File: src/rtl/bdt_defs.vh
// Purpose : Shared offsets, field positions and reset values for the
//           backup domain tamper unit.
// Assumes : Byte addressing on a 32-bit APB, one aligned word per register.
// Notes   : Definitions only.
`ifndef BDT_DEFS_VH
`define BDT_DEFS_VH

// ============================================================
// Register byte offsets
`define BDT_OFS_DATA_FIRST 8'h04
`define BDT_OFS_DATA_LAST  8'h28
`define BDT_OFS_CAL        8'h2C
`define BDT_OFS_TCTL       8'h30
`define BDT_OFS_TCSR       8'h34
`define BDT_OFS_DCTL       8'h3C

// ============================================================
// Geometry of the retained store
`define BDT_NUM_WORDS      10
`define BDT_WORD_W         16
`define BDT_IDX_W          4

// ============================================================
// Calibration register fields
`define BDT_CAL_LSB        0
`define BDT_CAL_W          7
`define BDT_CCO_BIT        7
`define BDT_POE_BIT        8
`define BDT_POS_BIT        9

// ============================================================
// Tamper control and status fields
`define BDT_TPE_BIT        0
`define BDT_TAMPER_ACTIVE_LEVEL_BIT       1
`define BDT_CTE_BIT        0
`define BDT_CTI_BIT        1
`define BDT_TPIE_BIT       2
`define BDT_TEF_BIT        8
`define BDT_TIF_BIT        9

// ============================================================
// Domain control fields
`define BDT_POWER_IF_CLOCK_ENABLE_BIT      0
`define BDT_BIFEN_BIT      1
`define BDT_UNLOCK_BIT     2
`define BDT_BIFRST_BIT     3
`define BDT_BACKUP_DOMAIN_SOFT_RESET_BIT      16

// ============================================================
// Timing and reset values
`define BDT_DIV_HALF       5'h1F
`define BDT_WIN_W          20
`define BDT_RST_WORD       16'h0000

`endif

File: src/rtl/bdt_sync.v
// Purpose : Three-stage synchroniser with agreement filter for a pin.
// Assumes : din is asynchronous to clk.
// Notes   : The output moves only when stages two and three agree.
`timescale 1ns/1ps
`default_nettype none

module bdt_sync (
  input  wire clk,
  input  wire rst_n,
  input  wire din,
  output wire dout
);

  reg s1_r;
  reg s2_r;
  reg s3_r;
  reg out_r;

  // ============================================================
  // Stage one feeds stage two only, so metastability stays contained.
  always @(posedge clk or negedge rst_n) begin
    if (!rst_n) begin
      s1_r  <= 1'b0;
      s2_r  <= 1'b0;
      s3_r  <= 1'b0;
      out_r <= 1'b0;
    end else begin
      s1_r <= din;
      s2_r <= s1_r;
      s3_r <= s2_r;
      if (s2_r == s3_r) begin
        out_r <= s3_r;  // Agreement filters single-cycle glitches.
      end
    end
  end

  assign dout = out_r;

endmodule // bdt_sync

`default_nettype wire

File: src/rtl/bdt_mem.v
// Purpose : Ten retained 16-bit words with a one-cycle clear-all.
// Assumes : rst_n is the battery domain power-on reset.
// Notes   : Read data come out of a register one cycle after raddr.
`timescale 1ns/1ps
`default_nettype none
`include "bdt_defs.vh"

module bdt_mem #(
  parameter DEPTH = `BDT_NUM_WORDS,
  parameter WIDTH = `BDT_WORD_W,
  parameter AW    = `BDT_IDX_W
) (
  input  wire             clk,
  input  wire             rst_n,
  input  wire             clr,
  input  wire             we,
  input  wire [AW-1:0]    waddr,
  input  wire [WIDTH-1:0] wdata,
  input  wire [AW-1:0]    raddr,
  output wire [WIDTH-1:0] rdata
);

  reg [WIDTH-1:0] mem_r [0:DEPTH-1];
  reg [WIDTH-1:0] rdata_r;
  integer         i;

  // ============================================================
  // Clear wins over a write in the same cycle, so no word survives.
  always @(posedge clk or negedge rst_n) begin
    if (!rst_n) begin
      for (i = 0; i < DEPTH; i = i + 1) begin
        mem_r[i] <= `BDT_RST_WORD;
      end
    end else if (clr) begin
      for (i = 0; i < DEPTH; i = i + 1) begin
        mem_r[i] <= `BDT_RST_WORD;
      end
    end else if (we) begin
      mem_r[waddr] <= wdata;
    end
  end

  // ============================================================
  // Registered read port.
  always @(posedge clk or negedge rst_n) begin
    if (!rst_n) begin
      rdata_r <= `BDT_RST_WORD;
    end else begin
      rdata_r <= mem_r[raddr];
    end
  end

  assign rdata = rdata_r;

endmodule // bdt_mem

`default_nettype wire

File: src/rtl/bdt_top.v
// Purpose : Backup domain unit: retained words, tamper detection,
//           calibration clock and pulse output on the tamper pin.
// Assumes : pclk keeps running from the battery supply; rtc_tick is a
//           one-cycle pulse per RTC clock on pclk.
// Notes   : Every transfer takes one wait state before pready.
`timescale 1ns/1ps
`default_nettype none
`include "bdt_defs.vh"

// Behaviour
// Ten 16-bit words kept on battery.
// Access needs clocks enabled, writes need unlock.
// Active-direction pin edge makes tamper event.
// Tamper event clears every data word.
// Enabled interrupt raised with the event.
// Edges latched while disabled, delivered on enable.
// Pin already active: enabling gives extra event.
// Software clears event memory before starting.
// Tamper logic runs on battery domain.
// Software disables tamper before pin outputs.
// Pulse enable drives second or alarm pulse.
// Calibration bit drives RTC clock over 64.
// Software tunes RTC with 7-bit field.
// Domain reset clears words, pulse bits only; the code also clears cal, cco and all tamper enables, flags and pending state.
// Level bit zero rising, one falling.
// Pulse select one second, zero alarm.
// Drop field count ticks per 2^20.
// Clearing level and enable together falsely fires.
// Pin synchronised; interrupt flag sticky until cleared.
module bdt_top #(
  parameter WIN_W = `BDT_WIN_W
) (
  input  wire        pclk,
  input  wire        presetn,
  input  wire        bat_rst_n,
  input  wire        psel,
  input  wire        penable,
  input  wire        pwrite,
  input  wire [7:0]  paddr,
  input  wire [31:0] pwdata,
  output wire [31:0] prdata,
  output wire        pready,
  output wire        pslverr,
  input  wire        tamper_in,
  output wire        tamper_out,
  output wire        tamper_oe_n,
  input  wire        rtc_tick,
  input  wire        rtc_alarm_pulse,
  input  wire        rtc_second_pulse,
  output wire        rtc_cal_tick,
  output wire        tamper_irq,
  output wire        tamper_event
);

  // ============================================================
  // Address helpers.
  function is_data;
    input [7:0] a;
    begin
      is_data = (a >= `BDT_OFS_DATA_FIRST) && (a <= `BDT_OFS_DATA_LAST) &&
                (a[1:0] == 2'b00);
    end
  endfunction

  function [`BDT_IDX_W-1:0] word_idx;
    input [7:0] a;
    reg   [7:0] d;
    begin
      d        = a - `BDT_OFS_DATA_FIRST;
      word_idx = d[`BDT_IDX_W+1:2];
    end
  endfunction

  // ============================================================
  // State.
  reg                  ack_r;
  reg [31:0]           prdata_r;
  reg                  power_if_clock_enable_r;
  reg                  bifen_r;
  reg                  unlock_r;
  reg                  bifrst_r;
  reg                  backup_domain_soft_reset_r;
  reg [`BDT_CAL_W-1:0] cal_r;
  reg                  cco_r;
  reg                  poe_r;
  reg                  pos_r;
  reg                  tpe_r;
  reg                  tamper_active_level_r;
  reg                  tpie_r;
  reg                  tef_r;
  reg                  tif_r;
  reg                  pend_r;
  reg                  act_d_r;
  reg                  tpe_d_r;
  reg                  false_r;
  reg [4:0]            div_cnt_r;
  reg                  div_clk_r;
  reg [WIN_W-1:0]      win_cnt_r;
  reg                  cal_tick_r;
  reg                  pin_out_r;
  reg                  pin_oe_n_r;

  wire                  pin_lvl;
  wire [`BDT_WORD_W-1:0] mem_rdata;
  wire                  bd_rst_n;
  wire                  access;
  wire                  wr;
  wire                  clk_ok;
  wire                  mapped;
  wire                  blocked;
  wire                  wr_ok;
  wire                  act;
  wire                  act_edge;
  wire                  tpe_rise;
  wire                  evt;
  wire                  wr_tcsr;
  wire                  drop;
  wire                  cte_wr;
  wire                  cti_wr;

  // ============================================================
  // Pin synchroniser and retained store.
  bdt_sync u_sync (
    .clk   (pclk),
    .rst_n (bat_rst_n),
    .din   (tamper_in),
    .dout  (pin_lvl)
  );

  assign bd_rst_n = bat_rst_n;

  bdt_mem u_mem (
    .clk   (pclk),
    .rst_n (bd_rst_n),
    .clr   (evt | backup_domain_soft_reset_r),
    .we    (wr_ok && is_data(paddr)),
    .waddr (word_idx(paddr)),
    .wdata (pwdata[`BDT_WORD_W-1:0]),
    .raddr (word_idx(paddr)),
    .rdata (mem_rdata)
  );

  // ============================================================
  // APB decode: one wait state gives the store time to answer.
  assign access  = psel & penable;
  assign wr      = access & ack_r & pwrite;
  assign clk_ok  = power_if_clock_enable_r & bifen_r;
  assign mapped  = is_data(paddr) || (paddr == `BDT_OFS_CAL) ||
                   (paddr == `BDT_OFS_TCTL) || (paddr == `BDT_OFS_TCSR) ||
                   (paddr == `BDT_OFS_DCTL);
  // Unit registers need clocks; writes also need the unlock bit.
  assign blocked = (paddr != `BDT_OFS_DCTL) &&
                   (!clk_ok || (pwrite && !unlock_r));
  assign wr_ok   = wr & mapped & ~blocked;
  assign pready  = ack_r;
  assign pslverr = ack_r & (~mapped | blocked);
  assign prdata  = prdata_r;
  assign wr_tcsr = wr_ok && (paddr == `BDT_OFS_TCSR);
  assign cte_wr  = wr_tcsr & pwdata[`BDT_CTE_BIT];
  assign cti_wr  = wr_tcsr & pwdata[`BDT_CTI_BIT];

  // ============================================================
  // Handshake and read data capture in the first access cycle.
  always @(posedge pclk or negedge presetn) begin
    if (!presetn) begin
      ack_r    <= 1'b0;
      prdata_r <= 32'h00000000;
    end else begin
      ack_r <= access & ~ack_r;
      if (access && !ack_r) begin
        prdata_r <= 32'h00000000;
        if (!pwrite && mapped && !blocked) begin
          if (is_data(paddr)) begin
            prdata_r <= {16'h0000, mem_rdata};
          end else if (paddr == `BDT_OFS_CAL) begin
            prdata_r <= {22'h000000, pos_r, poe_r, cco_r, cal_r};
          end else if (paddr == `BDT_OFS_TCTL) begin
            prdata_r <= {30'h00000000, tamper_active_level_r, tpe_r};
          end else if (paddr == `BDT_OFS_TCSR) begin
            prdata_r <= {22'h000000, tif_r, tef_r, 5'h00, tpie_r, 2'h0};
          end else begin
            prdata_r <= {15'h0000, backup_domain_soft_reset_r, 12'h000, bifrst_r, unlock_r,
                         bifen_r, power_if_clock_enable_r};
          end
        end
      end
    end
  end

  // ============================================================
  // Domain control lives on the main supply side.
  always @(posedge pclk or negedge presetn) begin
    if (!presetn) begin
      power_if_clock_enable_r  <= 1'b0;
      bifen_r  <= 1'b0;
      unlock_r <= 1'b0;
      bifrst_r <= 1'b0;
      backup_domain_soft_reset_r  <= 1'b0;
    end else if (wr && paddr == `BDT_OFS_DCTL) begin
      power_if_clock_enable_r  <= pwdata[`BDT_POWER_IF_CLOCK_ENABLE_BIT];
      bifen_r  <= pwdata[`BDT_BIFEN_BIT];
      unlock_r <= pwdata[`BDT_UNLOCK_BIT];
      bifrst_r <= pwdata[`BDT_BIFRST_BIT];
      backup_domain_soft_reset_r  <= pwdata[`BDT_BACKUP_DOMAIN_SOFT_RESET_BIT];
    end
  end

  // ============================================================
  // Calibration value and clock-out bit drop with the main supply;
  // the interface reset clears them but not the pulse bits.
  always @(posedge pclk or negedge presetn) begin
    if (!presetn) begin
      cal_r <= 7'h00;
      cco_r <= 1'b0;
    end else if (bifrst_r || backup_domain_soft_reset_r) begin
      cal_r <= 7'h00;
      cco_r <= 1'b0;
    end else if (wr_ok && paddr == `BDT_OFS_CAL) begin
      cal_r <= pwdata[`BDT_CAL_LSB +: `BDT_CAL_W];
      cco_r <= pwdata[`BDT_CCO_BIT];
    end
  end

  // ============================================================
  // Battery-held pulse bits and tamper control.
  always @(posedge pclk or negedge bat_rst_n) begin
    if (!bat_rst_n) begin
      poe_r  <= 1'b0;
      pos_r  <= 1'b0;
      tpe_r  <= 1'b0;
      tamper_active_level_r <= 1'b0;
      tpie_r <= 1'b0;
    end else if (backup_domain_soft_reset_r) begin
      poe_r  <= 1'b0;
      pos_r  <= 1'b0;
      tpe_r  <= 1'b0;
      tamper_active_level_r <= 1'b0;
      tpie_r <= 1'b0;
    end else begin
      if (wr_ok && paddr == `BDT_OFS_CAL) begin
        poe_r <= pwdata[`BDT_POE_BIT];
        pos_r <= pwdata[`BDT_POS_BIT];
      end
      if (wr_ok && paddr == `BDT_OFS_TCTL) begin
        tpe_r  <= pwdata[`BDT_TPE_BIT];
        tamper_active_level_r <= pwdata[`BDT_TAMPER_ACTIVE_LEVEL_BIT];
      end
      if (wr_tcsr) begin
        tpie_r <= pwdata[`BDT_TPIE_BIT];
      end
    end
  end

  // ============================================================
  // Edge detection on the polarity-corrected level. act_d starts low,
  // so a pin already active out of reset counts as a locked edge.
  assign act      = pin_lvl ^ tamper_active_level_r;
  assign act_edge = act & ~act_d_r;
  assign tpe_rise = tpe_r & ~tpe_d_r;
  assign evt      = (tpe_r & (act_edge | pend_r)) |
                    (tpe_rise & act) |
                    false_r;
  assign tamper_event = evt;

  // ============================================================
  // Event memory, flags and the false event on a joint clear.
  always @(posedge pclk or negedge bat_rst_n) begin
    if (!bat_rst_n) begin
      act_d_r <= 1'b0;
      tpe_d_r <= 1'b0;
      pend_r  <= 1'b0;
      tef_r   <= 1'b0;
      tif_r   <= 1'b0;
      false_r <= 1'b0;
    end else begin
      act_d_r <= act;
      tpe_d_r <= tpe_r;
      // Pulses when level and enable fall together in one write.
      false_r <= wr_ok && (paddr == `BDT_OFS_TCTL) && tpe_r && tamper_active_level_r &&
                 !pwdata[`BDT_TPE_BIT] && !pwdata[`BDT_TAMPER_ACTIVE_LEVEL_BIT];
      if (act_edge && !tpe_r) begin
        pend_r <= 1'b1;
      end else if (evt || cte_wr || backup_domain_soft_reset_r) begin
        pend_r <= 1'b0;
      end
      // A new event beats a clear arriving in the same cycle.
      if (evt) begin
        tef_r <= 1'b1;
      end else if (cte_wr || backup_domain_soft_reset_r) begin
        tef_r <= 1'b0;
      end
      if (evt && tpie_r) begin
        tif_r <= 1'b1;
      end else if (cti_wr || backup_domain_soft_reset_r) begin
        tif_r <= 1'b0;
      end
    end
  end

  assign tamper_irq = tif_r;

  // ============================================================
  // RTC clock over 64 and skip-count calibration of the RTC ticks.
  // Dropped ticks sit at the start of each window, so the error is
  // lumped rather than spread; long-term rate is what matters.
  assign drop = (win_cnt_r < {{(WIN_W-`BDT_CAL_W){1'b0}}, cal_r});

  always @(posedge pclk or negedge bat_rst_n) begin
    if (!bat_rst_n) begin
      div_cnt_r  <= 5'h00;
      div_clk_r  <= 1'b0;
      win_cnt_r  <= {WIN_W{1'b0}};
      cal_tick_r <= 1'b0;
    end else begin
      cal_tick_r <= rtc_tick & ~drop;
      if (rtc_tick) begin
        win_cnt_r <= win_cnt_r + 1'b1;
        div_cnt_r <= div_cnt_r + 5'h01;
        if (div_cnt_r == `BDT_DIV_HALF) begin
          div_clk_r <= ~div_clk_r;
        end
      end
    end
  end

  assign rtc_cal_tick = cal_tick_r;

  // ============================================================
  // Pin mux: tamper use keeps the pin an input; clock out beats pulses.
  always @(posedge pclk or negedge bat_rst_n) begin
    if (!bat_rst_n) begin
      pin_out_r  <= 1'b0;
      pin_oe_n_r <= 1'b1;
    end else if (tpe_r) begin
      pin_out_r  <= 1'b0;
      pin_oe_n_r <= 1'b1;
    end else if (cco_r) begin
      pin_out_r  <= div_clk_r;
      pin_oe_n_r <= 1'b0;
    end else if (poe_r) begin
      pin_out_r  <= pos_r ? rtc_second_pulse : rtc_alarm_pulse;
      pin_oe_n_r <= 1'b0;
    end else begin
      pin_out_r  <= 1'b0;
      pin_oe_n_r <= 1'b1;
    end
  end

  assign tamper_out  = pin_out_r;
  assign tamper_oe_n = pin_oe_n_r;

endmodule // bdt_top

`default_nettype wire

File: config.mk
export PLATFORM = sky130hd
export DESIGN_NAME = bdt_top
export DESIGN_NICKNAME = d
export VERILOG_FILES = /design/src/rtl/bdt_sync.v /design/src/rtl/bdt_mem.v /design/src/rtl/bdt_top.v
export VERILOG_INCLUDE_DIRS = /design/src /design/src/rtl
export SDC_FILE = /design/constraint.sdc
export NUM_CORES = 1
export LEC_CHECK = 0
export ABC_AREA = 0
export CELL_PAD_IN_SITES_DETAIL_PLACEMENT = 0
export CELL_PAD_IN_SITES_GLOBAL_PLACEMENT = 1
export CORE_UTILIZATION = 35
export CTS_CLUSTER_SIZE = 24
export DETAILED_ROUTE_END_ITERATION = 6
export DONT_BUFFER_PORTS = 1
export PLACE_DENSITY = 0.67
export SETUP_SLACK_MARGIN = 0.4
export SKIP_CTS_REPAIR_TIMING = 1
export SYNTH_ARGS = -nofsm -noshare
export SYNTH_HDL_FRONTEND = slang
export SYNTH_HIERARCHICAL = 1
export SYNTH_SLANG_ARGS = --single-unit
File: constraint.sdc
create_clock -name pclk -period 5.9 [get_ports pclk]
set_input_delay 0.295 -clock pclk [delete_from_list [all_inputs] [get_ports pclk]]
set_output_delay 0.295 -clock pclk [all_outputs]
set_load 0.05 [all_outputs]
# Word level (Yosys, flattened, before mapping)
# Index checks and enable logic that the tools add are counted.
# word_totals
ff_bits,266
input_bits,50
output_inout_bits,39
wordCells,172
# classes
n_addsub,3
magnitude_cmp,5
eq_ne,7
n_mux,40
bitwise,29
n_reduce_logical,47
# ops
operator,n
$mux W160,2
$bwmux W160,1
$mux W17,5
$bmux W16 S4,1
$demux W16 S4,1
$mux W16,3
$eq A8 B6 Y1 const B,4
$mux W1,25
$add A20 B1 Y20 const B,1
$lt A20 B7 Y1,1
$logic_and A1 B1 Y1,19
$reduce_bool A2 Y1,8
$and A1 B1 Y1,15
$mux W7,2
$logic_or A1 B1 Y1,10
$ge A8 B3 Y1 const B,1
$le A8 B6 Y1 const B,1
$logic_not A1 Y1,8
$ne A8 B6 Y1 const B,1
$not A1 Y1,7
$sub A6 B3 Y6 const B,1
$add A5 B1 Y5 const B,1
$eq A5 B5 Y1 const B,1
$ge A5 B5 Y1 const B,1
7 further kinds,11

# Depth between registers and ports, before layout
# logic_depth
depth_word,15
ltp_mapped,12
depth_no_buf,9

# Hierarchy
# The synthesis kept the hierarchy.
# modules_own_cells
module,n_inst,cells_each,area_each_um2
bdt_mem,1,921,8739.6
bdt_top,1,361,3727.3
bdt_sync,1,5,111.4

# Least setup slack after synthesis
# OpenSTA, ideal clock, no wires.
# synth_timing
kind,input port to flip-flop
start,in paddr[1]
end,reg u_mem/mem_r[123] in the netlist's numbering
t_arrival_ns,2.726
path_slack_ns,3.038
cell_stages,10
path_cell_list,or4_4 -> buf_6 -> a211o_4 -> and2_4 -> a211oi_1 -> or3b_1 -> buf_4 -> buf_6 -> o21ai_1 -> a21oi_1
# synth_via
elab_chain_len,11
word_cells_on_any_way,30
cone_classes,add/sub (1); order compare (4); eq/ne (5); mux (5); bitwise (4); reduce/logical (11)
# synth_rtl
item,line,text
"start, declared",bdt_top.v:39,"input wire [7:0] paddr,"
branches (longest 11 deep; another with $sub A6 B3 Y6),-,
"end signal, assigned by index",bdt_mem.v:32,mem_r[i] <= `BDT_RST_WORD;
"end signal, assigned by index",bdt_mem.v:36,mem_r[i] <= `BDT_RST_WORD;
"end signal, assigned by index",bdt_mem.v:39,mem_r[waddr] <= wdata;
"end, declared",bdt_mem.v:23,reg [WIDTH-1:0] mem_r [0:DEPTH-1];
# Several ways; the timed one is not identified. The select of a mux whose other input is x is not followed.
# A chain may end at the register's enable or synchronous reset.

# Worst setup path in the final report
# layout_timing
start,in paddr[1]
end,reg u_mem/mem_r[136] in the netlist's numbering
# The elaborated chain is that of the path after synthesis.

==> out/metrics.cfg <==
[status]
outcome = complete, no violations

[logic_synthesis]
synth_top_area_cell = dfrtp_1
synth_common_cells = dfrtp_1, a21oi_1, nand3_1, o21ai_0, clkbuf_1
yosys.cell_types.count = 60
syn-mean-instance-area_um2 = 9.773
synth_cells = 1287
ys_top_cells_by_area = dfrtp_1, a21oi_1, nand3_1, mux2_2, o21ai_0
yosysWarnings = 6
synth_edf_count = 0
ys.flop_type = dfrtp_1
syn_area_um2 = 12580
ys_ff_latch = 251
seq_area_frac_synth_pct = 49.95
async_reset_ff_share_pct = 100.0
synth_top_area_share_pct = 49.74
synth_most_common_cell = dfrtp_1

[final_layout]
ff_latch_area_um2 = 6282
fillers = 3490
fin_area_um2 = 13920
area_delta_synth_final_pct = 10.67
drive_above_1_share_pct = 12.74
nets = 1292
multi_input_area_um2 = 5608

[worst_setup_path]
reg2regPathDepth = 7
worstPathCellList = nor4_1 -> nand2_1 -> or2_2 -> a211oi_1 -> and3b_2 -> buf_4 -> nand3_1 -> a21oi_1
crit_arrival_ns = 4.02
worst_ep_required_time_ns = 6.34
critPathLaunchType = input port
path_max_fanout = 42
r2r_setup_slack_ns = 2.38
setup.worst_path.class = input port to flop
max_stage_delay_ns = 0.74
critPathLaunch = paddr[1]
reg2reg_from = pready
r2r_end = u_mem/mem_r[136]
slowest_stage = a211oi_1
end_kind = flop

[routing]
vias = 9720
drt-pass1-iter-count = 5
postRouteAntennaNets = 0
vias_per_cell = 5.678
wire_per_inst_um = 20.49
drt_iter0_drc = 833
wl_um = 35080
route.detailed.drc = 0

[cts]
cts_max_path_buffers = 3
numCtsBuffers = 29
cts_tree = done
cts_root_buf = clkbuf_16
cts_num_sinks = 251
clock_latency_ns = 0.54
cts.clk_slew.worst_paths_ns = 0.06
htreeDepth = 1

[power]
power_leakage_nw = 5.510
power_density_nw_per_um2 = 293.9
p_total_mw = 4.091
ir_worst_vdd_mv = 0.2600

[hold_path]
hp-class = input port to flop
hp-start = rtc_tick
hold_end = win_cnt_r[7]
holdPathStages = 3

[floorplanning]
row_count = 69
start_util_pct = 35.45
io_pins = 89
dieArea_um2 = 36700
core_um2 = 35480
die_w_um = 191.6
die_h_um = 191.6

[sta]
period_needed_ns = 3.584
fmax_mhz = 279.0
max_slew.worst_pin.slew_ns = 1.284
tns_ns = 0
rsz0062_at_grt = false
min_period_over_period_pct = 60.74
hold_viol = 0
slew_viol_final = 0
relSlewSlack_pct = 14.41
fin_worst_skew_ns = 0.01682
setup_viol = 0
holdWs_ns = 0.05744
timing.final.ws_setup_ns = 2.316

[flow_run]
maxCapViolCount = 0

[global_routing]
grt_first_pass_wirelength_um = 55350
grt_pass1_vias = 9579
grt_usage_pct = 19.02
antenna_found_initial = 6
grt_start_max_net_pins = 221
grt-ovfl-total = 0

[placement]
preCtsSetupSlack_ns = 1.777
post_dp_cell_area_um2 = 12680
port_buffers = 0
gp_congestion = 0.8286
dp_hpwl_um = 20010

## cell families after synthesis
group           Yosys count  synth area share, %
simple gates            331                13.41
other cells               1              0.02981
mux                      87                9.062
flops                   251                49.95
xor+xnor                 26                1.810
buf+inv                 165                6.416
fa+ha+maj                15                1.482
compound gates          411                17.85
## how the worst max path moves through the flow
stage	to	slack [ns]	cells past startpoint
6_report	u_mem/mem_r[136]	2.32	8
3_5_place_dp	u_mem/mem_r[130]	1.78	10
4_1_cts	u_mem/mem_r[130]	2.33	10
2_1_floorplan	u_mem/mem_r[123]	3.04	10
3_3_place_gp	u_mem/mem_r[104]	1.80	10
5_1_grt	u_mem/mem_r[35]	1.97	8
## where the power goes
part | internal, mW | switching (mW) | leakage, nW
Combinational | 0.130 | 0.289 | 1.59
Clock | 1.12 | 0.711 | 0.478
Sequential | 1.78 | 0.0590 | 3.45
## worst max-delay path, delay by kind of cell
family	cells	cell delay [ns]
AO/OA/AOI/OAI	2	0.91
AND/OR/NAND/NOR	5	2.23
buffers and inverters	1	0.56
## per-layer routing
layer	part of all wire, %	GRT usage (%)	routed length (µm)	vias to the layer above
met5	0	0	0	-
met4	1.7	3.938	586	0
met3	6.2	3.051	2188	40
met2	46	30.39	15980	298
met1	47	27.10	16320	4897
li1	-	-	-	4485
## state kept, by name (all words and copies together), names as in the netlist, 5 cells and up
| name | cells |
|---|---|
| prdata | 17 |
| win_cnt_r | 20 |
| u_mem/mem_r | 160 |
| div_cnt_r | 5 |
| u_mem/rdata | 16 |
| cal_r | 7 |
## metrics by stage
stage / utilization [%] / std cells
finish: 39.23 / 1712
global route: 39.22 / 1710
detailed placement: 35.72 / 1634
floorplan: - / 1301
global placement: 35.72 / 1634
CTS: 38.46 / 1685
## final cells by class
class / instances / share of cell area (%)
multi-input cells: 885 / 40.28
inverters: 19 / 0.5303
well taps: 461 / 4.143
repair buffers: 42 / 2.894
flip-flops and latches: 251 / 45.13
clock inverters: 12 / 1.195
diodes: 3 / 0.05393
clock buffers: 39 / 5.770
## cell usage in the layout, fill, tap and decap left out, types with 5 or more instances in the layout
cell type / netlist / layout
a31oi_1: 5 / 5
nor4_1: 5 / 5
ha_1: 14 / 14
xor2_1: 9 / 7
inv_1: 19 / 17
nor3b_1: 6 / 5
o21ai_1: 67 / 67
nand2_1: 51 / 50
o31ai_1: 18 / 18
mux4_2: 16 / 16
buf_4: 19 / 18
nand2b_1: 8 / 8
clkbuf_16: 0 / 29
dfrtp_1: 250 / 250
a21oi_1: 168 / 168
conb_1: 1 / 15
and3_1: 6 / 6
a22o_1: 8 / 8
o22ai_1: 18 / 18
nand4_1: 11 / 11
dlygate4sd3_1: 0 / 22
nand3_1: 167 / 167
clkinv_2: 0 / 6
mux2i_1: 16 / 16
clkbuf_1: 74 / 6
nor2_1: 43 / 42
o21ai_0: 108 / 108
mux2_2: 55 / 55
xnor2_1: 17 / 17
Power figures use the tool's default switching activity.
